**src/design/host_port_consts.vh**
```
// Constants for the host I/O bus and disk DMA handshake port
`ifndef HOST_PORT_CONSTS_VH
`define HOST_PORT_CONSTS_VH
// Widths
`define HP_ADDR_W 10
`define HP_DATA_W 8
// System mode encodings
`define HP_MODE_BASE 2'h0
`define HP_MODE_ALT 2'h1
`define HP_MODE_ALT_M30 2'h2
// Reset values
`define HP_ADDR_RST 10'h000
`define HP_DATA_RST 8'h00
`define HP_BASE_RST 10'h3f0
`define HP_SPAN_RST 10'h008
// Synced strobes and acknowledge idle high, qualifier low
`define HP_CTL_RST 5'h1b
// Address window field: low bits used as register index
`define HP_IDX_W 3
`endif

```
**src/design/pin_sync.v**
```verilog
// Two-flip-flop synchroniser for a bundle of pin inputs
`timescale 1ns/1ps
module pin_sync
#(
  parameter W = 1,
  parameter [W-1:0] RST_VAL = {W{1'b0}}
)
(
  // Clock and reset
  input wire sys_clk,
  input wire rst,
  // Raw and synchronised levels
  input wire [W-1:0] pin_in,
  output wire [W-1:0] pin_sync_out
);
  reg [W-1:0] meta_q;
  reg [W-1:0] sync_q;

  // First stage feeds only the second
  always @(posedge sys_clk or posedge rst)
  begin
    if (rst)
    begin
      meta_q <= RST_VAL;
      sync_q <= RST_VAL;
    end
    else
    begin
      meta_q <= pin_in;
      sync_q <= meta_q;
    end
  end

  assign pin_sync_out = sync_q;
endmodule

```
**src/design/host_io_bus_dma_handshake.v**
```verilog
// Host I/O bus slave port with disk DMA request, acknowledge and terminal count
// Notes on behaviour
// - Data pins stay undriven except while the port is driving read data.
// - A high DMA cycle qualifier blocks every I/O register decode.
// - All ten address bits are latched at the falling edge of either strobe.
// - The DMA request goes high while the disk core needs a byte serviced.
// - On the last byte the request drops as acknowledge falls, or as read falls if already acked.
// - While acknowledge is low the strobes go to the DMA data read or write path.
// - Terminal count counts only while acknowledge is low and then ends the transfer.
// - Terminal count is active high in base and model-30 modes, active low in alt mode.
// - Reset clears function state but leaves configuration inputs untouched.
`timescale 1ns/1ps
`include "host_port_consts.vh"
module host_io_bus_dma_handshake
(
  // Clock and reset
  input wire sys_clk,
  input wire rst,
  // Host bus pins
  input wire [9:0] io_address_lines,
  input wire [7:0] host_data_lines_in,
  output wire [7:0] host_data_lines_out,
  output wire host_data_lines_oe,
  input wire io_read_strobe_n,
  input wire io_write_strobe_n,
  input wire dma_cycle_qualifier,
  // DMA handshake pins
  output wire disk_dma_request,
  input wire dma_acknowledge_n,
  input wire transfer_end_count,
  // Configuration, held outside this reset
  input wire [1:0] system_mode,
  input wire [9:0] io_base_addr,
  input wire [9:0] io_span,
  // Disk core side: register access
  output reg reg_read_pulse,
  output reg reg_write_pulse,
  output reg [9:0] reg_addr,
  output reg [7:0] reg_wdata,
  input wire [7:0] reg_rdata,
  // Disk core side: DMA data path
  input wire core_dma_need,
  input wire core_last_byte,
  output reg dma_read_pulse,
  output reg dma_write_pulse,
  output reg [7:0] dma_wdata,
  input wire [7:0] dma_rdata,
  output reg transfer_end_pulse
);
  wire [9:0] addr_s;
  wire [7:0] data_s;
  wire rd_n_s;
  wire wr_n_s;
  wire aen_s;
  wire ack_n_s;
  wire tc_s;
  reg rd_n_q;
  reg wr_n_q;
  reg ack_n_q;
  reg tc_act_q;
  reg [9:0] addr_q;
  reg [7:0] rdata_q;
  reg drive_q;
  reg drive_d;
  reg cycle_dma_q;
  reg cycle_hit_q;
  reg req_q;
  reg req_d;
  reg last_q;
  wire rd_fall;
  wire wr_fall;
  wire rd_rise;
  wire wr_rise;
  wire ack_fall;
  wire tc_active;
  wire hit_now;

  // Address decode, used for both strobes
  function addr_hit;
    input [9:0] a;
    input [9:0] base;
    input [9:0] span;
    reg [10:0] diff;
    begin
      diff = {1'b0, a} - {1'b0, base};
      addr_hit = !diff[10] && (diff[9:0] < span);
    end
  endfunction

  // Synchronise every pin input
  pin_sync #(.W(10), .RST_VAL(`HP_ADDR_RST)) u_addr_sync
  (
    .sys_clk(sys_clk),
    .rst(rst),
    .pin_in(io_address_lines),
    .pin_sync_out(addr_s)
  );
  pin_sync #(.W(8), .RST_VAL(`HP_DATA_RST)) u_data_sync
  (
    .sys_clk(sys_clk),
    .rst(rst),
    .pin_in(host_data_lines_in),
    .pin_sync_out(data_s)
  );
  pin_sync #(.W(5), .RST_VAL(`HP_CTL_RST)) u_ctl_sync
  (
    .sys_clk(sys_clk),
    .rst(rst),
    .pin_in({io_read_strobe_n, io_write_strobe_n, dma_cycle_qualifier,
      dma_acknowledge_n, transfer_end_count}),
    .pin_sync_out({rd_n_s, wr_n_s, aen_s, ack_n_s, tc_s})
  );

  // Strobe edges
  assign rd_fall = rd_n_q && !rd_n_s;
  assign wr_fall = wr_n_q && !wr_n_s;
  assign rd_rise = !rd_n_q && rd_n_s;
  assign wr_rise = !wr_n_q && wr_n_s;
  assign ack_fall = ack_n_q && !ack_n_s;
  // Terminal count polarity by system mode
  assign tc_active = (system_mode == `HP_MODE_ALT) ? !tc_s : tc_s;
  // Decode with qualifier, at the strobe edge address
  assign hit_now = !aen_s && addr_hit(addr_s, io_base_addr, io_span);

  // Request next state
  always @*
  begin
    req_d = req_q;
    if (core_dma_need && !req_q && ack_n_s)
      req_d = 1'b1;
    if (req_q && last_q && ack_fall)
      req_d = 1'b0;
    else if (req_q && last_q && !ack_n_s && rd_fall)
      req_d = 1'b0;
    else if (req_q && !core_dma_need && ack_n_s)
      req_d = 1'b0;
  end

  // Drive enable next state
  always @*
  begin
    drive_d = drive_q;
    if (rd_fall)
      drive_d = !ack_n_s || hit_now;
    else if (rd_rise || rd_n_s)
      drive_d = 1'b0;
  end

  // Bus cycle handling; reset clears function state only
  always @(posedge sys_clk or posedge rst)
  begin
    if (rst)
    begin
      rd_n_q <= 1'b1;
      wr_n_q <= 1'b1;
      ack_n_q <= 1'b1;
      tc_act_q <= 1'b0;
      addr_q <= `HP_ADDR_RST;
      rdata_q <= `HP_DATA_RST;
      drive_q <= 1'b0;
      cycle_dma_q <= 1'b0;
      cycle_hit_q <= 1'b0;
      req_q <= 1'b0;
      last_q <= 1'b0;
      reg_read_pulse <= 1'b0;
      reg_write_pulse <= 1'b0;
      reg_addr <= `HP_ADDR_RST;
      reg_wdata <= `HP_DATA_RST;
      dma_read_pulse <= 1'b0;
      dma_write_pulse <= 1'b0;
      dma_wdata <= `HP_DATA_RST;
      transfer_end_pulse <= 1'b0;
    end
    else
    begin
      rd_n_q <= rd_n_s;
      wr_n_q <= wr_n_s;
      ack_n_q <= ack_n_s;
      tc_act_q <= tc_active && !ack_n_s;
      req_q <= req_d;
      drive_q <= drive_d;
      reg_read_pulse <= 1'b0;
      reg_write_pulse <= 1'b0;
      dma_read_pulse <= 1'b0;
      dma_write_pulse <= 1'b0;
      // Qualified terminal count ends the transfer
      transfer_end_pulse <= tc_active && !ack_n_s && !tc_act_q;
      // Core flags last byte; cleared when request drops while the core flag is low
      if (core_last_byte)
        last_q <= 1'b1;
      else if (req_q && !req_d)
        last_q <= 1'b0;
      // Latch address and route at leading edge
      if (rd_fall || wr_fall)
      begin
        addr_q <= addr_s;
        cycle_dma_q <= !ack_n_s;
        cycle_hit_q <= hit_now;
      end
      // Read: fetch data from the routed path
      if (rd_fall)
      begin
        if (!ack_n_s)
        begin
          dma_read_pulse <= 1'b1;
          rdata_q <= dma_rdata;
        end
        else if (hit_now)
        begin
          reg_read_pulse <= 1'b1;
          reg_addr <= addr_s;
          rdata_q <= reg_rdata;
        end
      end
      // Write: data is taken at the trailing edge
      if (wr_rise)
      begin
        if (cycle_dma_q)
        begin
          dma_write_pulse <= 1'b1;
          dma_wdata <= data_s;
        end
        else if (cycle_hit_q)
        begin
          reg_write_pulse <= 1'b1;
          reg_addr <= addr_q;
          reg_wdata <= data_s;
        end
      end
    end
  end

  // Pin outputs
  assign disk_dma_request = req_q;
  assign host_data_lines_out = rdata_q;
  assign host_data_lines_oe = drive_q;
endmodule

```
**config.mk**
```make
export PLATFORM = sky130hd
export DESIGN_NAME = host_io_bus_dma_handshake
export DESIGN_NICKNAME = d
export VERILOG_FILES = /design/src/design/pin_sync.v /design/src/design/host_io_bus_dma_handshake.v
export VERILOG_INCLUDE_DIRS = /design/src /design/src/design
export SDC_FILE = /design/constraint.sdc
export NUM_CORES = 1
export LEC_CHECK = 0
export BUFFER_PORTS_ARGS = -buffer_cell sky130_fd_sc_hd__buf_4
export CAP_MARGIN = 20
export CORE_UTILIZATION = 33
export CTS_CLUSTER_DIAMETER = 30
export DETAILED_ROUTE_END_ITERATION = 12
export SLEW_MARGIN = 20
export SYNTH_ARGS = -nofsm -noshare
export SYNTH_HDL_FRONTEND = slang
export SYNTH_SLANG_ARGS = --single-unit
export TNS_END_PERCENT = 50
```
**constraint.sdc**
```tcl
create_clock -name sys_clk -period 4.1 [get_ports sys_clk]
set_input_delay 0.41 -clock sys_clk [delete_from_list [all_inputs] [get_ports sys_clk]]
set_output_delay 0.41 -clock sys_clk [all_outputs]
set_load 0.1 [all_outputs]
```
== After elaboration in Yosys (flattened, before gate mapping) ==
Index checks and enable logic that the tools add are counted.

* Bits in registers: 104
* Input port bits: 65
* Output and inout port bits: 41
* Logic and storage cells: 95

* Add/sub/neg operators: 1
* Order comparisons: 1
* Equality and inequality tests: 2
* Multiplexer cells: 27
* Bitwise operators: 1
* Reduce and logical (&&, ||, !) cells: 38

{| class="wikitable"
|+ Operator list
! kind !! number
|-
| $mux W10 || 6
|-
| $mux W1 || 19
|-
| $logic_and A1 B1 Y1 || 18
|-
| $mux W8 || 2
|-
| $logic_not A1 Y1 || 12
|-
| $sub A10 B10 Y11 || 1
|-
| $lt A10 B10 Y1 || 1
|-
| $reduce_and A2 Y1 || 2
|-
| $reduce_bool A2 Y1 || 2
|-
| $logic_or A1 B1 Y1 || 3
|-
| $reduce_and A3 Y1 || 1
|-
| $eq A2 B1 Y1 const B || 1
|-
| $ne A2 B2 Y1 const B || 1
|-
| $not A1 Y1 || 1
|}

== Logic depth before layout (Yosys ltp) ==
Gate-level depths: netlist of run 1.

* Depth after elaboration: 11
* Mapped depth: 16
* Depth with buffers taken out: 15

== Cells and area by module ==
A second synthesis of run 1 with hierarchy kept.

* Cells, all modules: 335
* Area total of the unflattened synthesis: 4306.6 um^2

{| class="wikitable"
|+ By module, submodules not included
! module !! instances !! cells an instance !! area an instance (um^2) !! sequential area each (um^2)
|-
| host_io_bus_dma_handshake || 1 || 286 || 3134.3 || 1455.1
|-
| pin_sync (u_addr_sync) || 1 || 21 || 504.2 || 500.5
|-
| pin_sync (u_data_sync) || 1 || 17 || 404.1 || 400.4
|-
| pin_sync (u_ctl_sync) || 1 || 11 || 264.0 || 260.2
|}

== Worst setup path before layout of run 1 ==
No wires, ideal clock.

* Kind: reg2reg
* Start point: reg u_addr_sync.sync_q[0] (netlist: u_addr_sync.pin_sync_out[0])
* End point: reg rdata_q[0] (netlist: host_data_lines_out[0])
* Arrival: 3.425 ns
* Setup slack: 0.549 ns
* Stages on the path, launching flop included: 16
* Clock period less this slack: 3.551 ns
* Cell sequence: dfrtp_1 inv_1 ha_1 inv_1 fa_1 a211oi_1 o21bai_1 a21oi_1 o21ai_0 xor2_1 ha_1 and4_1 o311a_1 a211o_1 a21oi_4 mux2_2

* Cells in the longest elaborated chain, start to end: 6

{| class="wikitable"
|+ Ends and longest elaborated chain
! what !! line !! RTL
|-
| from (decl) || pin_sync.v:17 || <nowiki>reg [W-1:0] sync_q;</nowiki>
|-
| from (signal assigned) || pin_sync.v:30 || <nowiki>sync_q <= meta_q;</nowiki>
|-
| $sub A10 B10 Y11 (*) || host_io_bus_dma_handshake.v:85 || <nowiki>diff = {1'b0, a} - {1'b0, base};</nowiki>
|-
| $lt A10 B10 Y1 or $logic_not A1 Y1 (tied branches) || host_io_bus_dma_handshake.v:86 || <nowiki>addr_hit = !diff[10] && (diff[9:0] < span);</nowiki>
|-
| $logic_and A1 B1 Y1 (*) || host_io_bus_dma_handshake.v:86 ||
|-
| $logic_and A1 B1 Y1 (*) || host_io_bus_dma_handshake.v:123 || <nowiki>assign hit_now = !aen_s && addr_hit(addr_s, io_base_addr, io_span);</nowiki>
|-
| $ne A2 B2 Y1 (no line) (*) || n/a ||
|-
| $reduce_and A2 Y1 (no line) (*) || n/a ||
|-
| to (signal assigned) || host_io_bus_dma_handshake.v:159 || <nowiki>rdata_q <= `HP_DATA_RST;</nowiki>
|-
| to (signal assigned) || host_io_bus_dma_handshake.v:206 || <nowiki>rdata_q <= dma_rdata;</nowiki>
|-
| to (signal assigned) || host_io_bus_dma_handshake.v:212 || <nowiki>rdata_q <= reg_rdata;</nowiki>
|-
| to (decl) || host_io_bus_dma_handshake.v:62 || <nowiki>reg [7:0] rdata_q;</nowiki>
|}

Every way passes the cells marked *; elsewhere a longest branch is shown, timed or not.
A chain may end at the register's enable or synchronous reset.

== Final worst setup path of run 1 ==
* Start point: reg u_addr_sync.sync_q[0] (netlist: u_addr_sync.pin_sync_out[0])
* End point: reg rdata_q[1] (netlist: host_data_lines_out[1])

The elaborated chain is that of the path after synthesis.

==> results of run 1 <==
-- repair_timing --
action                     CTS  global route
setup endpoints to repair    0            11
hold endpoints to repair     0             0
setup buffers                0             1
resized for setup            0             1
-- cells in the final DEF (no fill, tap or decap), types with 5 or more instances in the layout --
master,instances
a21oi_1,9
nor2_1,16
inv_1,26
a31oi_1,10
dfstp_2,11
o21ai_0,11
nand4_1,11
clkbuf_16,9
nand2_1,12
xnor2_1,5
o31ai_1,10
mux2_2,41
dfrtp_1,93
ha_1,19
buf_4,110
-- stage by stage --
step	cell area, um2	hold slack [ns]	util, %	setup slack (ns)	cells
floorplan	4290	0.331	-	0.549	333
finish	5660	0.170	44.7	0.345	619
global placement	5280	0.332	41.7	0.165	602
global route	5660	0.152	44.7	0.103	619
CTS	5640	0.154	44.5	0.102	618
detailed placement	5280	0.335	41.7	0.0688	602
-- power groups by stage --
stage,combinational (uW),clock [uW],sequential (uW)
finish,1730,988,1330
global route,1800,1060,1350
CTS,1740,1020,1330
detailed placement,1740,0,1350
global placement,1710,0,1350
floorplan,312,0,2360
-- Yosys cell counts (all sizes together) (2+ instances only) --
cell type / instances
a211oi: 3
a21o: 4
a21oi: 10
a31oi: 10
and2: 3
buf: 5
clkbuf: 8
dfrtp: 93
dfstp: 11
ha: 19
inv: 27
mux2: 41
nand2: 12
nand3: 3
nand4: 11
nor2: 16
nor2b: 4
nor3: 3
nor4: 2
o211ai: 2
o21ai: 11
o311a: 2
o31ai: 10
or3: 2
xnor2: 5
xor2: 3
-- cell families after synthesis --
kind of cell             share of synthesized area (%)
buffers and inverters                             3.64
flip-flops                                        60.9
multiplexers                                      10.8
adder cells (fa/ha/maj)                           6.00
AO/OA/AOI/OAI                                     9.59
AND/OR/NAND/NOR                                   7.43
XOR/XNOR                                          1.63
-- registers in the layout, summed over array words and instances, names as in the netlist, 5 cells and up --
register and cells:
dma_wdata 8, addr_q 10, u_data_sync.pin_sync_out 8, reg_wdata 8, u_addr_sync.pin_sync_out 10, u_ctl_sync.pin_sync_out 5
host_data_lines_out 8, u_data_sync.meta_q 8, u_addr_sync.meta_q 10, reg_addr 10, u_ctl_sync.meta_q 5
-- final timing paths --
path / to / cells after the start
hold / removal: u_data_sync.meta_q[5]$_DFF_PP0_ / 1
max in group asynchronous: u_data_sync.pin_sync_out[2]$_DFF_PP0_ / 3
hold reg to reg: u_addr_sync.pin_sync_out[9]$_DFF_PP0_ / 0
setup / recovery: host_data_lines_out[1]$_DFFE_PP0P_ / 16
setup reg to reg: host_data_lines_out[1]$_DFFE_PP0P_ / 16
min in group asynchronous: host_data_lines_out[3]$_DFFE_PP0P_ / 2
-- metal layers --
layer,share of wire [%],track usage [%],up-vias
met2,48,23.3,77
met3,5.7,4.55,12
met4,1.4,5.04,0
met1,45,18.2,1443
met5,0,0,-
li1,-,-,1390
-- area by class of cell --
type | instances | area share, %
sequential | 104 | 46.2
clock inverter | 5 | 1.81
inverter | 27 | 1.88
tap | 172 | 3.80
clock buffer | 11 | 4.46
multi-input combinational | 189 | 26.9
timing repair buffer | 111 | 14.9
==> impl_metrics.csv, run 1 <==
group,metric,value,unit
cts,clock_latency,0.34,ns
critical_path,criticalPathCategory,"register to register",
cts,cts_sinks,104,
global_route,gr-total-overflow,0,
global_route,antenna_found_initial,0,
global_route,grt_pass1_vias,3012,
layout,n_fill_cell,1216,
min_path,worstHoldPathType,"input pin to register",
layout,area_growth,31.9,%
synth,synth-edff-count,0,
pwr,p_leak,0.00266,uW
synth,synth_ff_type,"dfrtp_1",
global_route,grt_use_total,14.4,%
flow_run,cap_viol_max_count,0,
critical_path,crit_slowest_cell,"fa_1",
place,gp_congestion,0.785,
timing,rsz0062_at_grt,"no",
pwr,seqPwrFrac,32.8,%
detailed_routing,num_vias,2922,
synth,synth_cell_type_count,44,
critical_path,critPathArrivalTime,3.98,ns
layout,drive_gt1_share,41.6,%
global_route,grt_max_degree,82,
floorplanning,io_pins,106,
synth,synth_async_sr_flop_share,100,%
synth,yosys_warnings,0,
detailed_routing,via_per_inst,4.72,
detailed_routing,firstDrtPassIters,4,
pwr,power.share.combinational,42.7,%
floorplanning,fp.dieW,116,um
timing,final_max_slew_viol_count,0,
global_route,grt_pass1_wl,14600,um
pwr,pwr_density_cell,715,mW/mm2
synth,synthTopCellsByArea,"dfrtp_1 (54%), mux2_2 (11%), dfstp_2 (6.7%)",
cts,numCtsBuffers,9,
cts,cts.path.max_buffers,2,
timing,worstMarginPinSlew,0.705,ns
synth,ys_seq_elements,104,
critical_path,rr_startpoint,"u_addr_sync.pin_sync_out[0]$_DFF_PP0_",
synth,syn_area,0.00429,mm2
detailed_routing,wl_per_cell,14.6,um
critical_path,critPathMaxFanout,9,
cts,path_clk_slew,0.07,ns
timing,slew_headroom,52.8,%
synth,synth_fp_nets,418,
layout,nets,527,
floorplanning,rows,41,
detailed_routing,routed_wl,9040,um
pwr,peakVddDrop,0.000646,V
critical_path,crit_start,"u_addr_sync.pin_sync_out[0]$_DFF_PP0_",
cts,htreeDepth,3,
critical_path,worst_ep_required_time,4.32,ns
place,dp_hpwl,6460,um
floorplanning,design.die.area,0.0135,mm2
pwr,p_int,2250,uW
pwr,total_power,4050,uW
layout,seqCellArea,0.00262,mm2
layout,multi_input_area,0.00153,mm2
cts,cts_hold_buf,0,
cts,cts-root-buf,"clkbuf_16",
cts,cts_tree,"built",
critical_path,critPathBufInv,3,
synth,synth_top_area_cell,"dfrtp_1",
synth,synth_cells,333,
synth,ys_seq_area_share,60.9,%
floorplanning,fp.coreArea,0.0127,mm2
detailed_routing,postRouteAntennaNets,0,
critical_path,cpLargestDelayFamily,"compound AO/OA/AOI/OAI gates",
pwr,clockPowerShare,24.4,%
timing,hold_viol_final,0,
critical_path,rrSetupSlack,0.34,ns
detailed_routing,drc,0,
critical_path,critPathCaptureType,"register",
timing,period_minus_slack,3.76,ns
timing,setup_viol,0,
layout,diodes,0,
outcome,status,"completed",
critical_path,cp_cell_sequence,"inv_1 > ha_1 > inv_1 > fa_1 > a211oi_2 > o21bai_1 > a21oi_1 > o21ai_0 > xor2_1 > ha_1 > and4_1 > o311a_1 > a211o_1 > a21oi_4 > buf_12 > mux2_2",
timing,finalCritPeriodShare,91.6,%
min_path,hp-start,"host_data_lines_in[5]",
pwr,p_sw,1790,uW
detailed_routing,drt_iter0_drc,93,
floorplanning,die-height,116,um
timing,finalSetupTns,0,ns
timing,fin_skew,0.00584,ns
floorplanning,initial_core_util,33.9,%
critical_path,worstSetupStartpointType,"register",
place,io_buffers,105,
synth,synth_top_cell_area_share,54.2,%
synth,syn_area_per_cell,12.9,um2
pwr,p_sw_share,44.4,%
timing,fmax,0.266,GHz
critical_path,slowest_delay,0.43,ns
Power figures use the tool's default switching activity.
==> run 2, diff against run 1 <==
MAX_ROUTING_LAYER = met4   (was unset)
==> run 2 against run 1 <==
  * Global-route usage increased by 0.48 points
  * Setup slack improved by 0.00066 ns
  * Clock skew increased by 0.00057 ns
  * Via count increased by 0.48%
  * Final cell count unchanged
  * Die area unchanged
  * Highest routed layer unchanged
  * Non-clock buffer count unchanged
  * First-iteration DRC count increased by 14%
  * Clock power about the same
==> impl_metrics.csv, run 2 (synthesis results as in run 1) <==
group,metric,value,unit
cts,numCtsBuffers,9,
critical_path,rr_worst_depth,16,
critical_path,critPathMaxFanout,9,
global_route,grt_pass1_vias,3017,
detailed_routing,drt_iter0_drc,106,
floorplanning,fp.coreArea,0.0127,mm2
floorplanning,fp.dieW,116,um
outcome,status,"completed",
pwr,p_leak,0.00266,uW
place,dp_hpwl,6460,um
detailed_routing,num_vias,2936,
timing,period_minus_slack,3.75,ns
pwr,power.share.combinational,42.7,%
pwr,clockPowerShare,24.4,%
detailed_routing,wl_per_cell,14.6,um
floorplanning,rows,41,
floorplanning,initial_core_util,33.9,%
flow_run,cap_viol_max_count,0,
timing,worstMarginPinSlew,0.703,ns
detailed_routing,postRouteAntennaNets,0,
timing,finalCritPeriodShare,91.6,%
detailed_routing,firstDrtPassIters,4,
cts,cts-root-buf,"clkbuf_16",
critical_path,critPathCaptureType,"register",
detailed_routing,drc,0,
layout,diodes,0,
detailed_routing,routed_wl,9050,um
timing,hold_viol_final,0,
floorplanning,design.die.area,0.0135,mm2
cts,htreeDepth,3,
critical_path,criticalPathCategory,"register to register",
pwr,peakVddDrop,0.000648,V
cts,clock_latency,0.34,ns
timing,final_max_slew_viol_count,0,
timing,slew_headroom,52.8,%
layout,drive_gt1_share,41.6,%
pwr,p_int,2250,uW
layout,area_growth,31.9,%
critical_path,worstSetupStartpointType,"register",
cts,path_clk_slew,0.07,ns
global_route,grt_pass1_wl,14700,um
cts,cts_sinks,104,
global_route,grt_max_degree,82,
timing,fmax,0.266,GHz
layout,final_cell_mix,"buf_4 (110), dfrtp_1 (93), mux2_2 (41)",
cts,cts.path.max_buffers,2,
pwr,seqPwrFrac,32.9,%
detailed_routing,via_per_inst,4.74,
pwr,p_sw,1800,uW
pwr,pwr_density_cell,715,mW/mm2
cts,cts_tree,"built",
pwr,p_sw_share,44.4,%
critical_path,critPathArrivalTime,3.98,ns
timing,finalSetupTns,0,ns
timing,setup_viol,0,
min_path,whs_path_depth,1,
timing,holdWs,0.170,ns
timing,rsz0062_at_grt,"no",
min_path,worstHoldPathType,"input pin to register",
floorplanning,die-height,116,um
floorplanning,io_pins,106,
global_route,antenna_found_initial,0,
critical_path,worst_ep_required_time,4.33,ns
pwr,total_power,4050,uW
layout,nets,527,
place,io_buffers,105,
global_route,grt_use_total,14.9,%
timing,fin_skew,0.00641,ns
global_route,gr-total-overflow,0,
place,gp_congestion,0.796,
layout,final_common_cell,"buf_4",
## run 2: cell counts in the layout (fill, tap and decap cells not counted)
No cell type changed its count.
## run 2: path summary, 6_finish.rpt
kind / to / start / slack [ns]
setup / recovery: host_data_lines_out[1]$_DFFE_PP0P_ / u_addr_sync.pin_sync_out[0]$_DFF_PP0_ / 0.35
hold / removal: u_data_sync.meta_q[5]$_DFF_PP0_ / host_data_lines_in[5] / 0.17
setup reg to reg: host_data_lines_out[1]$_DFFE_PP0P_ / u_addr_sync.pin_sync_out[0]$_DFF_PP0_ / 0.35
hold reg to reg: u_addr_sync.pin_sync_out[9]$_DFF_PP0_ / u_addr_sync.meta_q[9]$_DFF_PP0_ / 0.35
max in group asynchronous: u_data_sync.pin_sync_out[2]$_DFF_PP0_ / rst / 3.12
min in group asynchronous: host_data_lines_out[3]$_DFFE_PP0P_ / rst / 0.19
## run 2: stage by stage
step	worst slack [ns]	instances	area, um2	util, %
CTS	0.102	618	5640	44.5
global placement	0.165	602	5280	41.7
finish	0.345	619	5660	44.7
floorplan	0.549	333	4290	-
detailed placement	0.0688	602	5280	41.7
global route	0.103	619	5660	44.7
## run 2: power by group through the flow
stage	sequential [uW]	clock, uW	combinational [uW]
global placement	1350	0	1710
detailed placement	1350	0	1740
finish	1330	988	1730
global route	1350	1060	1800
floorplan	2360	0	312
CTS	1330	1020	1740
## run 2: timing repair
action	in CTS	in global routing
resized for setup	0	1
buffers inserted	0	1
hold buffers	0	0
setup endpoints to repair	0	11
## run 2: final cells by class
class | count | area, um2
multi-input cells | 189 | 1530
flip-flops and latches | 104 | 2620
inverters | 27 | 106
repair buffers | 111 | 846
well taps | 172 | 215
clock buffers | 11 | 253
fillers | 1216 | 7010
clock inverters | 5 | 103
## run 2: critical path, stage by stage (launching register included)
cell	delay [ns]
dfrtp_1	0.38
inv_1	0.08
ha_1	0.16
inv_1	0.05
fa_1	0.43
a211oi_2	0.29
o21bai_1	0.11
a21oi_1	0.22
o21ai_0	0.12
xor2_1	0.16
ha_1	0.29
and4_1	0.24
o311a_1	0.13
a211o_1	0.33
a21oi_4	0.16
buf_12	0.14
mux2_2	0.33
## run 2: routing by layer
| metal | routed length, um | global-route usage, % | vias up |
|---|---|---|---|
| met3 | 457 | 3.92 | 15 |
| met5 | 0 | - | - |
| met4 | 122 | 5.30 | 0 |
| met1 | 4060 | 18.6 | 1453 |
| met2 | 4410 | 23.3 | 77 |
| li1 | - | - | 1391 |
